[src/hdl/adc_ctl_pkg.sv]
package adc_ctl_pkg;
  // ==========================================================
  // frame layout, counted in serial clock edges after the start bit
  localparam int RES_BITS = 12;
  localparam int CODE_STEPS = 4096;
  localparam int CNT_W = 5;
  localparam logic [4:0] RISE_SGL = 5'h05;
  localparam logic [4:0] RISE_LAST = 5'h07;
  localparam logic [4:0] FALL_HOLD = 5'h07;
  localparam logic [4:0] FALL_MSB = 5'h09;
  localparam logic [4:0] FALL_LSB = 5'h14;
  localparam logic [4:0] FALL_TAIL = 5'h16;
  localparam logic [4:0] FALL_END = 5'h17;
  localparam logic [5:0] CTRL_RST = 6'h00;
  localparam logic [1:0] PD_RST = 2'h3;
  localparam int CH_N = 8;
  localparam int SHARED_NEG = 8;

  // ==========================================================
  // frame phases
  typedef enum logic [2:0]
  {
    PH_IDLE = 3'b001,
    PH_CTRL = 3'b010,
    PH_CONV = 3'b100
  } phase_t;
endpackage : adc_ctl_pkg

[src/hdl/mux_decode.sv]
`timescale 1ns/1ps
module mux_decode
  import adc_ctl_pkg::*;
(
  input wire logic [2:0] channel_select,
  input wire logic single_diff_select,
  output logic [CH_N-1:0] pos_sel,
  output logic [CH_N:0] neg_sel
);
  // ==========================================================
  // a2 is the low bit of the channel number
  always_comb
  begin
    pos_sel = '0;
    neg_sel = '0;
    pos_sel[{channel_select[1:0], channel_select[2]}] = 1'b1;
    if (single_diff_select)
      neg_sel[SHARED_NEG] = 1'b1; // [RQ1]
    else
      neg_sel[{channel_select[1:0], ~channel_select[2]}] = 1'b1; // [RQ2]
  end
endmodule : mux_decode

[src/hdl/serial_adc_mux_control.sv]
`timescale 1ns/1ps
// Contract
// [RQ1] single-ended: selected channel positive, shared negative pin negative
// [RQ2] differential: pairs 0/1..6/7, a2 high swaps polarity
// [RQ3] channel and mode bits come only from the serial data input
// [RQ4] host transfers in groups of eight serial clocks; the testbench host sends lead plus nclk clocks, not rounded to eight
// [RQ5] host gives three transfers, 24 serial clocks per conversion
// [RQ6] control byte shifts in during the first eight serial clocks
// [RQ7] once mode bits known, mux switches and acquisition starts
// [RQ8] three clocks later byte complete: hold and begin conversion
// [RQ9] conversion spans twelve clocks, last bit out on thirteenth
// [RQ10] last three clocks drive output low and are otherwise ignored
// [RQ11] 12-bit result, one step is reference over 4096
// [RQ12] result shifted out msb first, one bit per serial clock
// [RQ13] input sampled on rising serial clock while chip select low
// [RQ14] output changes on falling edges, disabled while chip select high
// [RQ15] control byte msb first: start, channel x3, unused, mode, power-down x2
// [RQ16] input ignored until a high start bit appears
module serial_adc_mux_control
  import adc_ctl_pkg::*;
#(
  parameter int RES_W = RES_BITS
)
(
  input wire logic clk,
  input wire logic rst_n,
  input wire logic cs_n,
  input wire logic serial_clock,
  input wire logic sdi,
  input wire logic [RES_W-1:0] conv_code,
  output logic sdo,
  output logic sdo_oe,
  output logic [CH_N-1:0] pos_sel,
  output logic [CH_N:0] neg_sel,
  output logic sample_acquire,
  output logic sample_hold,
  output logic [1:0] power_down_mode
);
  // ==========================================================
  // state
  typedef struct packed {
    logic cs_s1;
    logic cs_s2;
    logic ck_s1;
    logic ck_s2;
    logic ck_d;
    logic di_s1;
    logic di_s2;
    phase_t ph;
    logic [CNT_W-1:0] rcnt;
    logic [CNT_W-1:0] fcnt;
    logic [5:0] ctrl;
    logic [2:0] chan;
    logic sgl;
    logic [1:0] pd;
    logic acq;
    logic hold;
    logic [RES_W-1:0] res;
    logic sdo;
    logic oe;
    logic [CH_N-1:0] pos;
    logic [CH_N:0] neg;
  } state_t;

  state_t st_r;
  state_t st_nxt;
  logic rise;
  logic fall;
  logic [CH_N-1:0] dec_pos;
  logic [CH_N:0] dec_neg;

  // decode from the held channel bits and the mode bit just arriving so the mux moves on the same edge
  mux_decode u_dec
  (
    .channel_select(st_r.ctrl[3:1]),
    .single_diff_select(st_r.di_s2),
    .pos_sel(dec_pos),
    .neg_sel(dec_neg)
  );

  // ==========================================================
  // edge detect on the oversampled serial clock
  // link clock is slow (128 ns), so a 3-stage sample sees every edge
  assign rise = st_r.ck_s2 & ~st_r.ck_d;
  assign fall = ~st_r.ck_s2 & st_r.ck_d;

  // ==========================================================
  // next state
  always_comb
  begin
    st_nxt = st_r;
    st_nxt.cs_s1 = cs_n;
    st_nxt.cs_s2 = st_r.cs_s1;
    st_nxt.ck_s1 = serial_clock;
    st_nxt.ck_s2 = st_r.ck_s1;
    st_nxt.ck_d = st_r.ck_s2;
    st_nxt.di_s1 = sdi;
    st_nxt.di_s2 = st_r.di_s1;
    if (st_r.cs_s2)
    begin
      // deselect aborts any frame; output released
      st_nxt.ph = PH_IDLE;
      st_nxt.rcnt = '0;
      st_nxt.fcnt = '0;
      st_nxt.acq = 1'b0;
      st_nxt.hold = 1'b0;
      st_nxt.sdo = 1'b0;
      st_nxt.oe = 1'b0; // [RQ14]
    end
    else
    begin
      st_nxt.oe = 1'b1;
      case (st_r.ph)
        PH_IDLE:
        begin
          st_nxt.sdo = 1'b0;
          if (rise && st_r.di_s2) // [RQ13] [RQ16]
          begin
            st_nxt.ph = PH_CTRL;
            st_nxt.rcnt = 5'h01;
            st_nxt.fcnt = '0;
          end
        end
        PH_CTRL:
        begin
          if (rise)
          begin
            st_nxt.ctrl = {st_r.ctrl[4:0], st_r.di_s2}; // [RQ3] [RQ6] [RQ15]
            st_nxt.rcnt = st_r.rcnt + 5'h01;
            if (st_r.rcnt == RISE_SGL)
            begin
              st_nxt.chan = st_r.ctrl[3:1];
              st_nxt.sgl = st_r.di_s2;
              st_nxt.pos = dec_pos; // [RQ1] [RQ2]
              st_nxt.neg = dec_neg;
              st_nxt.acq = 1'b1; // [RQ7]
            end
            if (st_r.rcnt == RISE_LAST)
              st_nxt.pd = {st_r.ctrl[0], st_r.di_s2}; // [RQ15]
          end
          if (fall)
          begin
            st_nxt.fcnt = st_r.fcnt + 5'h01;
            if (st_r.fcnt == FALL_HOLD)
            begin
              // twelve-bit code, one step is reference / CODE_STEPS
              st_nxt.res = conv_code; // [RQ11]
              st_nxt.acq = 1'b0;
              st_nxt.hold = 1'b1; // [RQ8]
              st_nxt.ph = PH_CONV;
            end
          end
        end
        PH_CONV:
        begin
          if (fall)
          begin
            st_nxt.fcnt = st_r.fcnt + 5'h01;
            if (st_r.fcnt >= FALL_MSB && st_r.fcnt <= FALL_LSB)
            begin
              st_nxt.sdo = st_r.res[RES_W-1]; // [RQ9] [RQ12]
              st_nxt.res = {st_r.res[RES_W-2:0], 1'b0};
            end
            else
              st_nxt.sdo = 1'b0; // [RQ10]
            if (st_r.fcnt == FALL_LSB + 5'h01)
              st_nxt.hold = 1'b0;
            if (st_r.fcnt == FALL_END)
              st_nxt.ph = PH_IDLE;
          end
        end
        default:
        begin
          st_nxt.ph = PH_IDLE;
        end
      endcase
    end
  end

  // ==========================================================
  // register
  always_ff @(posedge clk or negedge rst_n)
  begin
    if (!rst_n)
    begin
      st_r <= '0;
      st_r.cs_s1 <= 1'b1;
      st_r.cs_s2 <= 1'b1;
      st_r.ph <= PH_IDLE;
      st_r.ctrl <= CTRL_RST;
      st_r.pd <= PD_RST;
      st_r.sgl <= 1'b1;
      st_r.pos <= {{(CH_N-1){1'b0}}, 1'b1};
      st_r.neg <= {1'b1, {CH_N{1'b0}}};
    end
    else
      st_r <= st_nxt;
  end

  assign sdo = st_r.sdo;
  assign sdo_oe = st_r.oe;
  assign pos_sel = st_r.pos;
  assign neg_sel = st_r.neg;
  assign sample_acquire = st_r.acq;
  assign sample_hold = st_r.hold;
  assign power_down_mode = st_r.pd;
endmodule : serial_adc_mux_control

[config.mk]
export PLATFORM = sky130hd
export DESIGN_NAME = serial_adc_mux_control
export DESIGN_NICKNAME = d
export VERILOG_FILES = /design/src/hdl/adc_ctl_pkg.sv /design/src/hdl/mux_decode.sv /design/src/hdl/serial_adc_mux_control.sv
export SDC_FILE = /design/constraint.sdc
export NUM_CORES = 1
export LEC_CHECK = 0
export BUFFER_PORTS_ARGS = -buffer_cell sky130_fd_sc_hd__buf_2
export CAP_MARGIN = 5
export CORE_AREA = 2 2 77 79
export DETAILED_ROUTE_END_ITERATION = 7
export DIE_AREA = 0 0 79 81
export GPL_TIMING_DRIVEN = 0
export PLACE_DENSITY = 0.77
export RECOVER_POWER = 25
export SETUP_SLACK_MARGIN = 0.02
export SYNTH_ARGS = -nofsm -noshare
export SYNTH_HDL_FRONTEND = slang
export SYNTH_SLANG_ARGS = --single-unit
[constraint.sdc]
create_clock -name clk -period 2.75 [get_ports clk]
set_input_delay 0.55 -clock clk [delete_from_list [all_inputs] [get_ports clk]]
set_output_delay 0.55 -clock clk [all_outputs]
set_load 0.005 [all_outputs]
# Word level (Yosys, flattened, before mapping)

Index checks and enable logic that the tools add are counted.

Output and inout port bits: 23
Bits of input ports: 17
Bits in registers: 59

Reduce and logical (&&, ||, !) cells: 20
Eq/ne operators: 20
$lt $le $gt $ge: 6
Add/sub/neg operators: 2
Mux-type cells: 30
Bitwise logic cells: 6

Operators with widths:

| cell                                                                  | number |
|---|---|
| 14-bit two-way mux                                                    | 3 |
| 13-bit two-way mux                                                    | 2 |
| 13-bit one-hot mux with 2 select lines                                | 1 |
| 3-bit inequality test, second input constant                          | 7 |
| 5-bit one-hot mux with 2 select lines                                 | 2 |
| 5-bit by 3-bit equality test with 1-bit output, second input constant | 3 |
| 12-bit two-way mux                                                    | 1 |
| 3-bit two-way mux                                                     | 4 |
| 3-bit nonzero test                                                    | 4 |
| 5-bit by 1-bit adder with 5-bit output, second input constant         | 2 |
| 5-bit equality test, second input constant                            | 2 |
| 5-bit two-way mux                                                     | 2 |
| 5-bit AND reduction                                                   | 2 |
| 3-bit one-hot mux with 3 select lines                                 | 1 |
| 3-bit AND reduction                                                   | 3 |
| 1-bit two-way mux                                                     | 8 |
| 8-bit two-way mux                                                     | 1 |
| 2-bit inequality test, second input constant                          | 4 |
| 4-bit AND reduction                                                   | 2 |
| 1-bit demux with 3-bit select                                         | 2 |
| 3-bit by 1-bit >= comparator with 1-bit output, second input constant | 2 |
| 6-bit AND reduction                                                   | 1 |
| 5-bit by 4-bit >= comparator with 1-bit output, second input constant | 1 |
| 5-bit <= comparator, second input constant                            | 1 |
| 14 further kinds                                                      | 23 |

# Longest topological paths before layout

Gate-level depths: netlist of run 1.

Depth in word-level cells: 7
Depth in mapped cells: 7
Mapped depth without buffers: 6

# Cells and area by module

From an unflattened synthesis of run 1, not the netlist that was laid out.

Cells, all modules: 280
Area, all modules: 3126.7 um2

By module, submodules not included:

| module                 | area each (um2) | times used | cells each | sequential area each (um2) |
|---|---|---|---|---|
| serial_adc_mux_control | 2912.8          | 1          | 260        | 1485.2 |
| mux_decode             | 214.0           | 1          | 20         | 0.0 |

# Least setup slack after synthesis of run 1

OpenSTA, ideal clock, no wires.

Path kind: register -> register
Start: reg st_r[45] (netlist name)
End: reg st_r[20] (netlist name)
Path buffers: 1
Setup slack: 0.623 ns
Arrival: 2.002 ns
Library setup time: 0.125 ns
Cell stages (with the launch flop): 7
Clock period less this slack: 2.127 ns
Cells stage by stage: dfrtp_1 ha_1 nand2_2 o41a_1 a2111oi_4 buf_6 mux2_4

Cells in the longest elaborated chain, start to end: 4
Elaborated cells on any way between the ends: 7

Ends and longest elaborated chain:

| element                                                                                      | line                          | source |
|---|---|---|
| start: declaration                                                                           | serial_adc_mux_control.sv:65  | `state_t st_r;` |
| start signal: assignment                                                                     | serial_adc_mux_control.sv:197 | `st_r <= st_nxt;` |
| 5-bit by 4-bit >= comparator with 1-bit output / 5-bit <= comparator (equally long branches) | serial_adc_mux_control.sv:159 | `if (st_r.fcnt >= FALL_MSB && st_r.fcnt <= FALL_LSB)` |
| 1-bit logical AND                                                                            | serial_adc_mux_control.sv:159 |  |
| 2-bit inequality test (no source line)                                                       | -                             |  |
| 6-bit AND reduction (no source line) *                                                       | -                             |  |

Mark *: on every way between the ends. The rest lies on a longest branch, timed or not.
A chain may end at the register's enable or synchronous reset.

# Worst setup path in the final report of run 1

Start: reg st_r[45] (netlist name)
End: reg st_r[29] (netlist name)

Same word-level chain as after synthesis.

==> results.toml, run 1 <==
[synth]
yosys_register_bits = 59
synth_warnings = 0
post_synth_inst_count = 304
seq_area_frac_synth = 0.4825
asyncSetResetFlopFracSynth = 1.000
synth.avg_cell_area_um2 = 10.12
mappedNetlistNets = 326
postSynth.topFlopCell = "sky130_fd_sc_hd__dfrtp_1"
synth.lib_cells_used.distinct = 53
synth-edff-count = 0
syn_area_um2 = 3078

[clocking]
clock_insertion_delay_worst_skew_ps = 340
cts_num_sinks = 59
cts_tree = "yes"
cts.htree.levels = 3
postCtsResizedCells = 0
clkSlewWorstSetupHoldPaths_ps = 60
cts_inserted_buffers = 9
clk_root_buffer_cell = "sky130_fd_sc_hd__clkbuf_8"
cts.hold.buffers_added = 0
clock_tree_buf_depth = 2
cts_setup_buffers = 0

[power_and_ir_drop]
internal_power_mw = 1.321
share_comb_of_total_power = 0.041
leakage_nw = 1.635
peak_supply_drop_v = 0.0003260
power_density_nw_per_um2 = 483.6
clock_power_share = 0.445
swShare = 0.2327
net-switching-power_mw = 0.4007
power_frac_seq = 0.515

[sta]
hold_viol = 0
relSlewSlack = 0.06302
tns_ps = 0
setup_repair_after_global_routing_missed_its_margin = "false"
timing.fmax_ghz = 0.4298
least_margin_pin_slew_ps = 1405
worst_slack_ps = 423.4
finalWorstPathRequiredPeriod_ps = 2327
finalMaxSlewViolations = 0
setup_viol = 0
crit_share_post_route = 0.8460
clock_skew_ps = 11.80

[worst_setup_path]
worst_setup_path_endpoint = "st_r[29]$_DFFE_PN0P_"
crit_start = "st_r[45]$_DFFE_PN0P_"
critical_path.endpoint_type = "register"
critical_path.reg2reg.endpoint = "st_r[29]$_DFFE_PN0P_"
worstReg2RegStart = "st_r[45]$_DFFE_PN0P_"
crit_slowest_cell = "sky130_fd_sc_hd__a2111oi_4"
worst-r2r-setup-slack_ps = 420
critPathArrivalTime_ps = 2540
critical_path_peak_fanout = 10
reg2regPathDepth = 6
startpoint_type = "register"
path_class = "reg -> reg"
crit_path_max_incr_delay_ps = 460
ordered_cell_list_for_the_critical_path = "ha_1 -> nand2_2 -> o41a_1 -> a2111oi_4 -> buf_6 -> mux2_4"
data_required_time_at_the_worst_endpoint_ps = 2970

[place]
portBuffers = 39
placer_congestion = 0.8235
worst_setup_slack_after_placement_ps = 453.7
dp_hpwl_um = 4208

[die]
dieArea_um2 = 6399
starting_utilization_of_the_core_area = 0.5423
floorplan.rows = 28
fp.dieW_um = 79
design.portCount = 40
die-height_um = 81
floorplan.core_area_um2 = 5675

[global_routing]
global_route_wire_length_before_repair_um = 10250
antenna_found_initial = 0
first_global_vias = 2253
track_usage = 0.2065
grt_max_degree = 60
sum_of_overflow_across_all_layers_after_global_routing = 0

[min_path]
min-delay-path-class = "in -> reg"
hp-start = "cs_n"

[detailed_routing]
detail-route-antenna-nets = 0
drt-pass1-iter-count = 4
detail_route.wl_per_cell_um = 13.76
detail_route.iter0.violations = 106
drt_wl_total_um = 5971
vias_per_cell = 5.424
vias = 2354
remaining_drc_errors = 0

[layout]
flow.area_growth_from_synthesis_pct = 15.69
n_antenna_cell = 0
final.fill_count = 519
share_of_cells_above_drive_strength_1 = 0.3120
nNetsFinal = 376

[flow_run]
drv_cap = 0

[status]
run_status = "complete, no violations"
critical path: cells and delay by family, from the launching register on:
kind	cells	cell delay [ps]
AO/OA/AOI/OAI	2	890
multiplexers	1	310
AND/OR/NAND/NOR	1	80
flip-flops	1	430
buffers and inverters	1	240
adder cells (fa/ha/maj)	1	270
kinds of logic (layout without fill, tap and decap cells):
logic type,Yosys count,count (layout),synth area share
muxes,19,19,0.07968
AOI/OAI and AO/OA,66,66,0.1459
xor gates and xnor gates,1,1,0.002846
and+or+nand+nor,109,109,0.1870
DFF,59,59,0.4825
buffers and inverters,45,100,0.08171
adders and majority gates,5,5,0.02033
through the flow:
step | total power, mW | cells | util | area [um2] | hold slack (ps)
final | 1.722 | 434 | 0.6274 | 3561 | 316.2
after floorplan | 0.9348 | 304 | - | 3078 | 254.4
after global placement | 0.9722 | 418 | 0.5933 | 3367 | 332.0
after CTS | 1.739 | 434 | 0.6274 | 3561 | 300.8
after detailed placement | 0.9741 | 418 | 0.5933 | 3367 | 338.7
after global routing | 1.797 | 434 | 0.6274 | 3561 | 295.1
how the worst min path moves through the flow:
stage                        endpoint  slack [ps]  depth (start not counted)
2_1_floorplan  neg_sel[0]$_DFFE_PN0P_         250                          0
3_3_place_gp     st_nxt[60]$_DFF_PN0_         330                          0
3_5_place_dp       st_r[58]$_DFF_PN0_         340                          0
4_1_cts          st_nxt[63]$_DFF_PN1_         300                          1
5_1_grt          st_nxt[63]$_DFF_PN1_         300                          1
6_report         st_nxt[63]$_DFF_PN1_         320                          1
power groups by stage:
stage / Sequential (mW) / Clock, mW / Combinational, mW
final: 0.887 / 0.765 / 0.0697
after global routing: 0.888 / 0.829 / 0.0810
after CTS: 0.887 / 0.780 / 0.0717
after detailed placement: 0.903 / 0 / 0.0716
after global placement: 0.902 / 0 / 0.0701
after floorplan: 0.900 / 0 / 0.0344
layout by cell type (no fill, tap or decap), types with 3 or more instances in the layout:
cell type / count
sky130_fd_sc_hd__a21oi_1: 11
sky130_fd_sc_hd__nor4bb_1: 3
sky130_fd_sc_hd__nand2_1: 50
sky130_fd_sc_hd__nor3_1: 3
sky130_fd_sc_hd__buf_4: 19
sky130_fd_sc_hd__dfstp_2: 7
sky130_fd_sc_hd__nor2_1: 6
sky130_fd_sc_hd__or3_1: 4
sky130_fd_sc_hd__mux2_4: 9
sky130_fd_sc_hd__ha_1: 5
sky130_fd_sc_hd__inv_1: 8
sky130_fd_sc_hd__clkbuf_1: 14
sky130_fd_sc_hd__nand2b_1: 5
sky130_fd_sc_hd__clkinvlp_4: 3
sky130_fd_sc_hd__nand3_1: 10
sky130_fd_sc_hd__clkbuf_8: 9
sky130_fd_sc_hd__o21ai_0: 23
sky130_fd_sc_hd__mux2_2: 8
sky130_fd_sc_hd__o41ai_1: 6
sky130_fd_sc_hd__o31ai_1: 11
sky130_fd_sc_hd__buf_2: 41
sky130_fd_sc_hd__dfrtp_1: 52
sky130_fd_sc_hd__nor3b_1: 4
sky130_fd_sc_hd__nor2b_1: 5
cell usage after synthesis (2+ instances only):
cell | instances | area share
sky130_fd_sc_hd__o41ai_1 | 6 | 0.017
sky130_fd_sc_hd__or3b_2 | 2 | 0.0057
sky130_fd_sc_hd__o22ai_1 | 2 | 0.0041
sky130_fd_sc_hd__nand2_1 | 50 | 0.061
sky130_fd_sc_hd__nor2b_1 | 5 | 0.010
sky130_fd_sc_hd__a31oi_1 | 2 | 0.0041
sky130_fd_sc_hd__buf_4 | 19 | 0.046
sky130_fd_sc_hd__nor2_1 | 6 | 0.0073
sky130_fd_sc_hd__o21ai_0 | 23 | 0.037
sky130_fd_sc_hd__inv_1 | 8 | 0.0098
sky130_fd_sc_hd__nor4bb_1 | 3 | 0.0098
sky130_fd_sc_hd__nor3b_1 | 4 | 0.0098
sky130_fd_sc_hd__mux2i_1 | 2 | 0.0065
sky130_fd_sc_hd__a211oi_1 | 2 | 0.0049
sky130_fd_sc_hd__mux2_4 | 9 | 0.044
sky130_fd_sc_hd__nand4_1 | 2 | 0.0041
sky130_fd_sc_hd__o31ai_1 | 11 | 0.027
sky130_fd_sc_hd__or4_1 | 2 | 0.0049
sky130_fd_sc_hd__or3_1 | 4 | 0.0081
sky130_fd_sc_hd__dfstp_2 | 7 | 0.060
sky130_fd_sc_hd__a21oi_1 | 11 | 0.018
sky130_fd_sc_hd__ha_1 | 5 | 0.020
sky130_fd_sc_hd__clkbuf_1 | 13 | 0.016
sky130_fd_sc_hd__nand2b_1 | 5 | 0.010
sky130_fd_sc_hd__dfrtp_1 | 52 | 0.42
sky130_fd_sc_hd__buf_2 | 3 | 0.0049
sky130_fd_sc_hd__or2_2 | 2 | 0.0041
sky130_fd_sc_hd__nor3_1 | 3 | 0.0049
sky130_fd_sc_hd__nand3_1 | 10 | 0.016
sky130_fd_sc_hd__mux2_2 | 8 | 0.029
registers in the layout, summed over array words and instances (netlist names):
signal / cells
st_r: 32
neg_sel: 9
pos_sel: 8
st_nxt: 4
power_down_mode: 2
sample_acquire: 1
sample_hold: 1
sdo: 1
sdo_oe: 1
cell type report:
type	count	area, um2	area share
Tap cell	75	93.84	0.02635
Clock inverter	6	66.31	0.01862
Timing Repair Buffer	39	195.2	0.05481
Buffer	36	217.7	0.06114
Sequential cell	59	1485	0.4171
Clock buffer	10	127.6	0.03584
Multi-Input combinational cell	200	1341	0.3767
Inverter	9	33.78	0.009487
per-layer routing:
metal,up-vias,GRT usage,routed length (um)
met5,-,0,0
met4,0,0.07069,64
met3,8,0.05778,266
met2,60,0.3407,2845
met1,1129,0.2642,2795
li1,1157,-,-
No activity file was read; power rests on OpenSTA's default activity.
==> run 2, diff against run 1 <==
Settings changed: CORE_AREA 2 2 77 79 to 2 2 80 82, DIE_AREA 0 0 79 81 to 0 0 82 84, PLACE_DENSITY 0.77 to 0.75.
Clock period 2.75 ns to 1.9 ns, I/O delays scaled along.
==> results.toml, run 2 (synthesized netlist as in run 1, its figures left out) <==
[worst_setup_path]
ordered_cell_list_for_the_critical_path = "buf_6 -> or4_4 -> a22oi_2 -> a2111oi_4 -> buf_6 -> mux2_4"
critical_path.reg2reg.endpoint = "st_r[29]$_DFFE_PN0P_"
critical_path_peak_fanout = 5
crit_path_max_incr_delay_ps = 500
data_required_time_at_the_worst_endpoint_ps = 2130
crit_slowest_cell = "sky130_fd_sc_hd__or4_4"
critical_path.endpoint_type = "register"
crit_start = "st_r[45]$_DFFE_PN0P_"
path_class = "reg -> reg"
path_common_cell = "sky130_fd_sc_hd__buf_6"
worstReg2RegStart = "st_r[45]$_DFFE_PN0P_"
critPathArrivalTime_ps = 2330
worst-r2r-setup-slack_ps = -200
startpoint_type = "register"
reg2regPathDepth = 6

[global_routing]
track_usage = 0.2116
grt_max_degree = 38
first_global_vias = 2353
antenna_found_initial = 0
sum_of_overflow_across_all_layers_after_global_routing = 0
global_route_wire_length_before_repair_um = 11100

[place]
portBuffers = 39
dp_hpwl_um = 4399
placer_congestion = 0.8442
total_instance_count_after_detailed_placement = 421

[detailed_routing]
detail_route.iter0.violations = 182
detail-route-antenna-nets = 0
remaining_drc_errors = 0
drt-pass1-iter-count = 4
vias_per_cell = 5.472
detail_route.wl_per_cell_um = 14.53
vias = 2479
drt_wl_total_um = 6583

[layout]
final_cell_mix = "50 x sky130_fd_sc_hd__nand2_1, 48 x sky130_fd_sc_hd__dfrtp_1, 42 x sky130_fd_sc_hd__buf_2"
largest_register_ff_count = 32
final_common_cell = "sky130_fd_sc_hd__nand2_1"
nNetsFinal = 393
regMostFlops = "st_r"
finish.cell_count_without_fillers = 453
n_antenna_cell = 0
share_of_cells_above_drive_strength_1 = 0.3989
flow.area_growth_from_synthesis_pct = 25.65

[status]
violations = "setup timing"
run_status = "finished, violations left"

[min_path]
hold-path-cell-count = 1
hold_end = "st_nxt[63]$_DFF_PN1_"
hp-start = "cs_n"
min-delay-path-class = "in -> reg"

[die]
floorplan.core_area_um2 = 6096
starting_utilization_of_the_core_area = 0.5049
floorplan.rows = 29
die-height_um = 84
fp.dieW_um = 82
design.portCount = 40
dieArea_um2 = 6888

[clocking]
clk_root_buffer_cell = "sky130_fd_sc_hd__clkbuf_8"
clkSlewWorstSetupHoldPaths_ps = 70
cts_tree = "yes"
cts_inserted_buffers = 9
clock_tree_buf_depth = 2
cts_num_sinks = 59
clock_insertion_delay_worst_skew_ps = 340
cts.htree.levels = 3

[sta]
setup_viol = 13
least_margin_pin_slew_ps = 1205
relSlewSlack = 0.1964
finalMaxSlewViolations = 0
worst_slack_ps = -202.8
crit_share_post_route = 1.107
finalWorstPathRequiredPeriod_ps = 2103
setup_repair_after_global_routing_missed_its_margin = "true"
hold_viol = 0
clock_skew_ps = 7.367
timing.fmax_ghz = 0.4756
tns_ps = -2212

[power_and_ir_drop]
leakage_nw = 1.771
clock_power_share = 0.502
swShare = 0.2107
share_comb_of_total_power = 0.041
net-switching-power_mw = 0.5918
power_frac_seq = 0.457
power_density_nw_per_um2 = 726.3
post-layout-total-power_mw = 2.809
peak_supply_drop_v = 0.0007324
internal_power_mw = 2.217

[flow_run]
drv_cap = 0
[run 2: changes by cell type in the layout (fill, tap and decap cells not counted), moves of 3 or more]
cell / before / now
sky130_fd_sc_hd__buf_4: 19 / 31
sky130_fd_sc_hd__buf_6: 1 / 5
sky130_fd_sc_hd__clkbuf_1: 14 / 10
sky130_fd_sc_hd__clkinvlp_4: 3 / 0
sky130_fd_sc_hd__dfrtp_1: 52 / 48
sky130_fd_sc_hd__dfrtp_2: 0 / 4
[run 2: timing repair]
item,4_1_cts,5_1_grt
endpoints found under the hold margin,0,0
gates resized for setup,23,14
cloned,1,0
setup endpoints to repair,40,29
hold buffers,0,0
buffers inserted,12,4
pin swaps,8,4
[run 2: how the worst max path moves through the flow]
stage / to / slack [ps] / cells after the start
6_report: st_r[29]$_DFFE_PN0P_ / -200 / 6
3_5_place_dp: st_r[22]$_DFFE_PN0P_ / -370 / 6
2_1_floorplan: st_r[20]$_DFFE_PN0P_ / -180 / 7
3_3_place_gp: st_r[25]$_DFFE_PN0P_ / -330 / 6
4_1_cts: st_r[23]$_DFFE_PN0P_ / -220 / 6
5_1_grt: st_r[29]$_DFFE_PN0P_ / -240 / 6
[run 2: worst max-delay path: cells and delay by family, from the launching register on]
kind	cells	cell delay (ps)
compound gates	2	400
buf+inv	2	310
flops	1	470
mux	1	300
simple gates	1	500
[run 2: per-stage QoR]
step | area, um2 | util | hold slack, ps | setup WS, ps
2_1_floorplan | 3083 | - | 84.41 | -179.1
3_3_place_gp | 3374 | 0.5536 | 332.8 | -325.7
5_1_grt | 3867 | 0.6344 | 116.1 | -236.3
6_report | 3867 | 0.6344 | 132.1 | -202.8
3_5_place_dp | 3395 | 0.5569 | 340.3 | -370.9
4_1_cts | 3812 | 0.6254 | 25.12 | -223.4
[run 2: cell type report]
type | count | area (um2)
Fill cell | 491 | 2228
Sequential cell | 59 | 1490
Multi-Input combinational cell | 200 | 1443
Timing Repair Buffer | 57 | 340.3
Buffer | 35 | 222.7
Clock buffer | 11 | 141.4
Clock inverter | 5 | 100.1
Tap cell | 77 | 96.34
Inverter | 9 | 33.78
[run 2: power by group through the flow]
stage          logic [mW]  registers [mW]  clock network, mW
2_1_floorplan      0.0498            1.30                  0
3_3_place_gp        0.103            1.31                  0
3_5_place_dp        0.110            1.31                  0
4_1_cts             0.118            1.28               1.43
5_1_grt             0.131            1.28               1.48
6_report            0.115            1.28               1.41
[run 2: layer usage]
metal  up-vias  routed length, um  global-route usage
met5         -                  0                   0
met1      1203               2951              0.2828
li1       1192                  -                   -
met3        16                290             0.04762
met4         0                155             0.09697
met2        68               3187              0.3245
==> run 3, diff against run 2 <==
Settings changed: CTS_BUF_LIST set to sky130_fd_sc_hd__clkbuf_16.
==> results.toml, run 3 (synthesized netlist as in run 1, its figures left out) <==
[clocking]
cts_inserted_buffers = 9
cts_tree = "yes"
cts.htree.levels = 3
clk_root_buffer_cell = "sky130_fd_sc_hd__clkbuf_16"
cts_num_sinks = 59
clkSlewWorstSetupHoldPaths_ps = 50
clock_tree_buf_depth = 2
cts.hold.buffers_added = 0
clock_insertion_delay_worst_skew_ps = 320

[worst_setup_path]
critical_path.reg2reg.endpoint = "st_r[29]$_DFFE_PN0P_"
reg2regPathDepth = 6
startpoint_type = "register"
path_common_cell = "sky130_fd_sc_hd__buf_6"
crit_family = "simple AND/OR/NAND/NOR gates"
total_buffers_and_inverters_traversed_by_the_critical_path = 2
worst-r2r-setup-slack_ps = -200
crit_cells = 6
crit_slowest_cell = "sky130_fd_sc_hd__or4_4"
critPathArrivalTime_ps = 2310
critical_path.endpoint_type = "register"
path_class = "reg -> reg"
critical_path_peak_fanout = 5
data_required_time_at_the_worst_endpoint_ps = 2110
worstReg2RegStart = "st_r[45]$_DFFE_PN0P_"
ordered_cell_list_for_the_critical_path = "buf_6 -> or4_4 -> a22oi_2 -> a2111oi_4 -> buf_6 -> mux2_4"
crit_path_max_incr_delay_ps = 500

[sta]
setup_repair_after_global_routing_missed_its_margin = "true"
setup_viol = 13
hold_viol = 0
finalWorstPathRequiredPeriod_ps = 2104
crit_share_post_route = 1.107
worst_hold_slack_ps = 154.5
clock_skew_ps = 7.712
finalMaxSlewViolations = 0
timing.fmax_ghz = 0.4753
relSlewSlack = 0.1894
least_margin_pin_slew_ps = 1216
worst_slack_ps = -204.0

[layout]
n_antenna_cell = 0
nNetsFinal = 396
share_of_cells_above_drive_strength_1 = 0.4063
largest_register_ff_count = 32
final_common_cell = "sky130_fd_sc_hd__nand2_1"
fin_util = 0.6548
final_cell_mix = "50 x sky130_fd_sc_hd__nand2_1, 48 x sky130_fd_sc_hd__dfrtp_1, 41 x sky130_fd_sc_hd__buf_2"
flow.area_growth_from_synthesis_pct = 29.67
regMostFlops = "st_r"

[global_routing]
grt_max_degree = 38
gr-usage-met1 = 0.2817
antenna_found_initial = 0
global_route_wire_length_before_repair_um = 11300
track_usage = 0.2135
first_global_vias = 2415
grtUsageMet2 = 0.3437
sum_of_overflow_across_all_layers_after_global_routing = 0
met3_usage = 0.04870
grt.busiest_layer = "met2"

[power_and_ir_drop]
post-layout-total-power_mw = 3.213
internal_power_mw = 2.582
leakage_nw = 1.830
swShare = 0.1964
power_frac_seq = 0.400
power_density_nw_per_um2 = 805.0
peak_supply_drop_v = 0.0008198
share_comb_of_total_power = 0.036
net-switching-power_mw = 0.6311
clock_power_share = 0.564

[detailed_routing]
vias = 2504
drt_wl_total_um = 6824
remaining_drc_errors = 0
detail-route-antenna-nets = 0
drt-pass1-iter-count = 4
detail_route.wl_per_cell_um = 14.96
vias_per_cell = 5.491
detail_route.iter0.violations = 178

[min_path]
hp-start = "cs_n"
hold_end = "st_nxt[63]$_DFF_PN1_"
min-delay-path-class = "in -> reg"
hold-path-cell-count = 1

[die]
dieArea_um2 = 6888
floorplan.rows = 29
starting_utilization_of_the_core_area = 0.5049
design.portCount = 40
floorplan.core_area_um2 = 6096
fp.dieW_um = 82
die-height_um = 84

[place]
worst_setup_slack_after_placement_ps = -370.9
portBuffers = 39
dp_hpwl_um = 4399
placer_congestion = 0.8442

[status]
run_status = "finished, violations left"
violations = "setup timing"

[flow_run]
drv_cap = 0
## run 3: how the worst max path moves through the flow
stage	end	from	slack [ps]
floorplan	st_r[20]$_DFFE_PN0P_	st_r[46]$_DFFE_PN0P_	-180
global placement	st_r[25]$_DFFE_PN0P_	st_r[45]$_DFFE_PN0P_	-330
detailed placement	st_r[22]$_DFFE_PN0P_	st_r[45]$_DFFE_PN0P_	-370
CTS	st_r[21]$_DFFE_PN0P_	st_r[46]$_DFFE_PN0P_	-220
global route	st_r[29]$_DFFE_PN0P_	st_r[45]$_DFFE_PN0P_	-250
finish	st_r[29]$_DFFE_PN0P_	st_r[45]$_DFFE_PN0P_	-200
## run 3: cell type report
cell class	instances	area, um2
Clock buffer	9	225.2
Buffer	35	225.2
Multi-Input combinational cell	200	1450
Sequential cell	59	1490
Timing Repair Buffer	60	362.8
Fill cell	482	2105
Inverter	9	33.78
Clock inverter	7	107.6
Tap cell	77	96.34
## run 3: power by group through the flow
stage,sequential (mW),clock (mW),combinational [mW]
final,1.29,1.81,0.117
after global routing,1.29,1.89,0.133
after CTS,1.29,1.83,0.119
after detailed placement,1.31,0,0.110
after global placement,1.31,0,0.103
after floorplan,1.30,0,0.0498
## run 3: layer usage
layer	part of all wire	vias up	routed length, um
li1	-	1202	-
met1	0.44	1235	3027
met2	0.50	59	3420
met3	0.045	8	306
met4	0.010	0	70
met5	0	-	0
## run 3: through the flow
stage / instance area [um2] / std cells / TNS [ps]
after global routing: 3991 / 456 / -3173
after global placement: 3374 / 420 / -5449
final: 3991 / 456 / -2282
after floorplan: 3083 / 304 / -1670
after CTS: 3911 / 449 / -2454
after detailed placement: 3395 / 421 / -6949
## run 3: what timing repair did
action,CTS,global route
buffers inserted,12,7
pin swaps,8,8
setup endpoints to repair,40,29
cloned,1,0
gates resized for setup,24,18
hold endpoints to repair,0,0
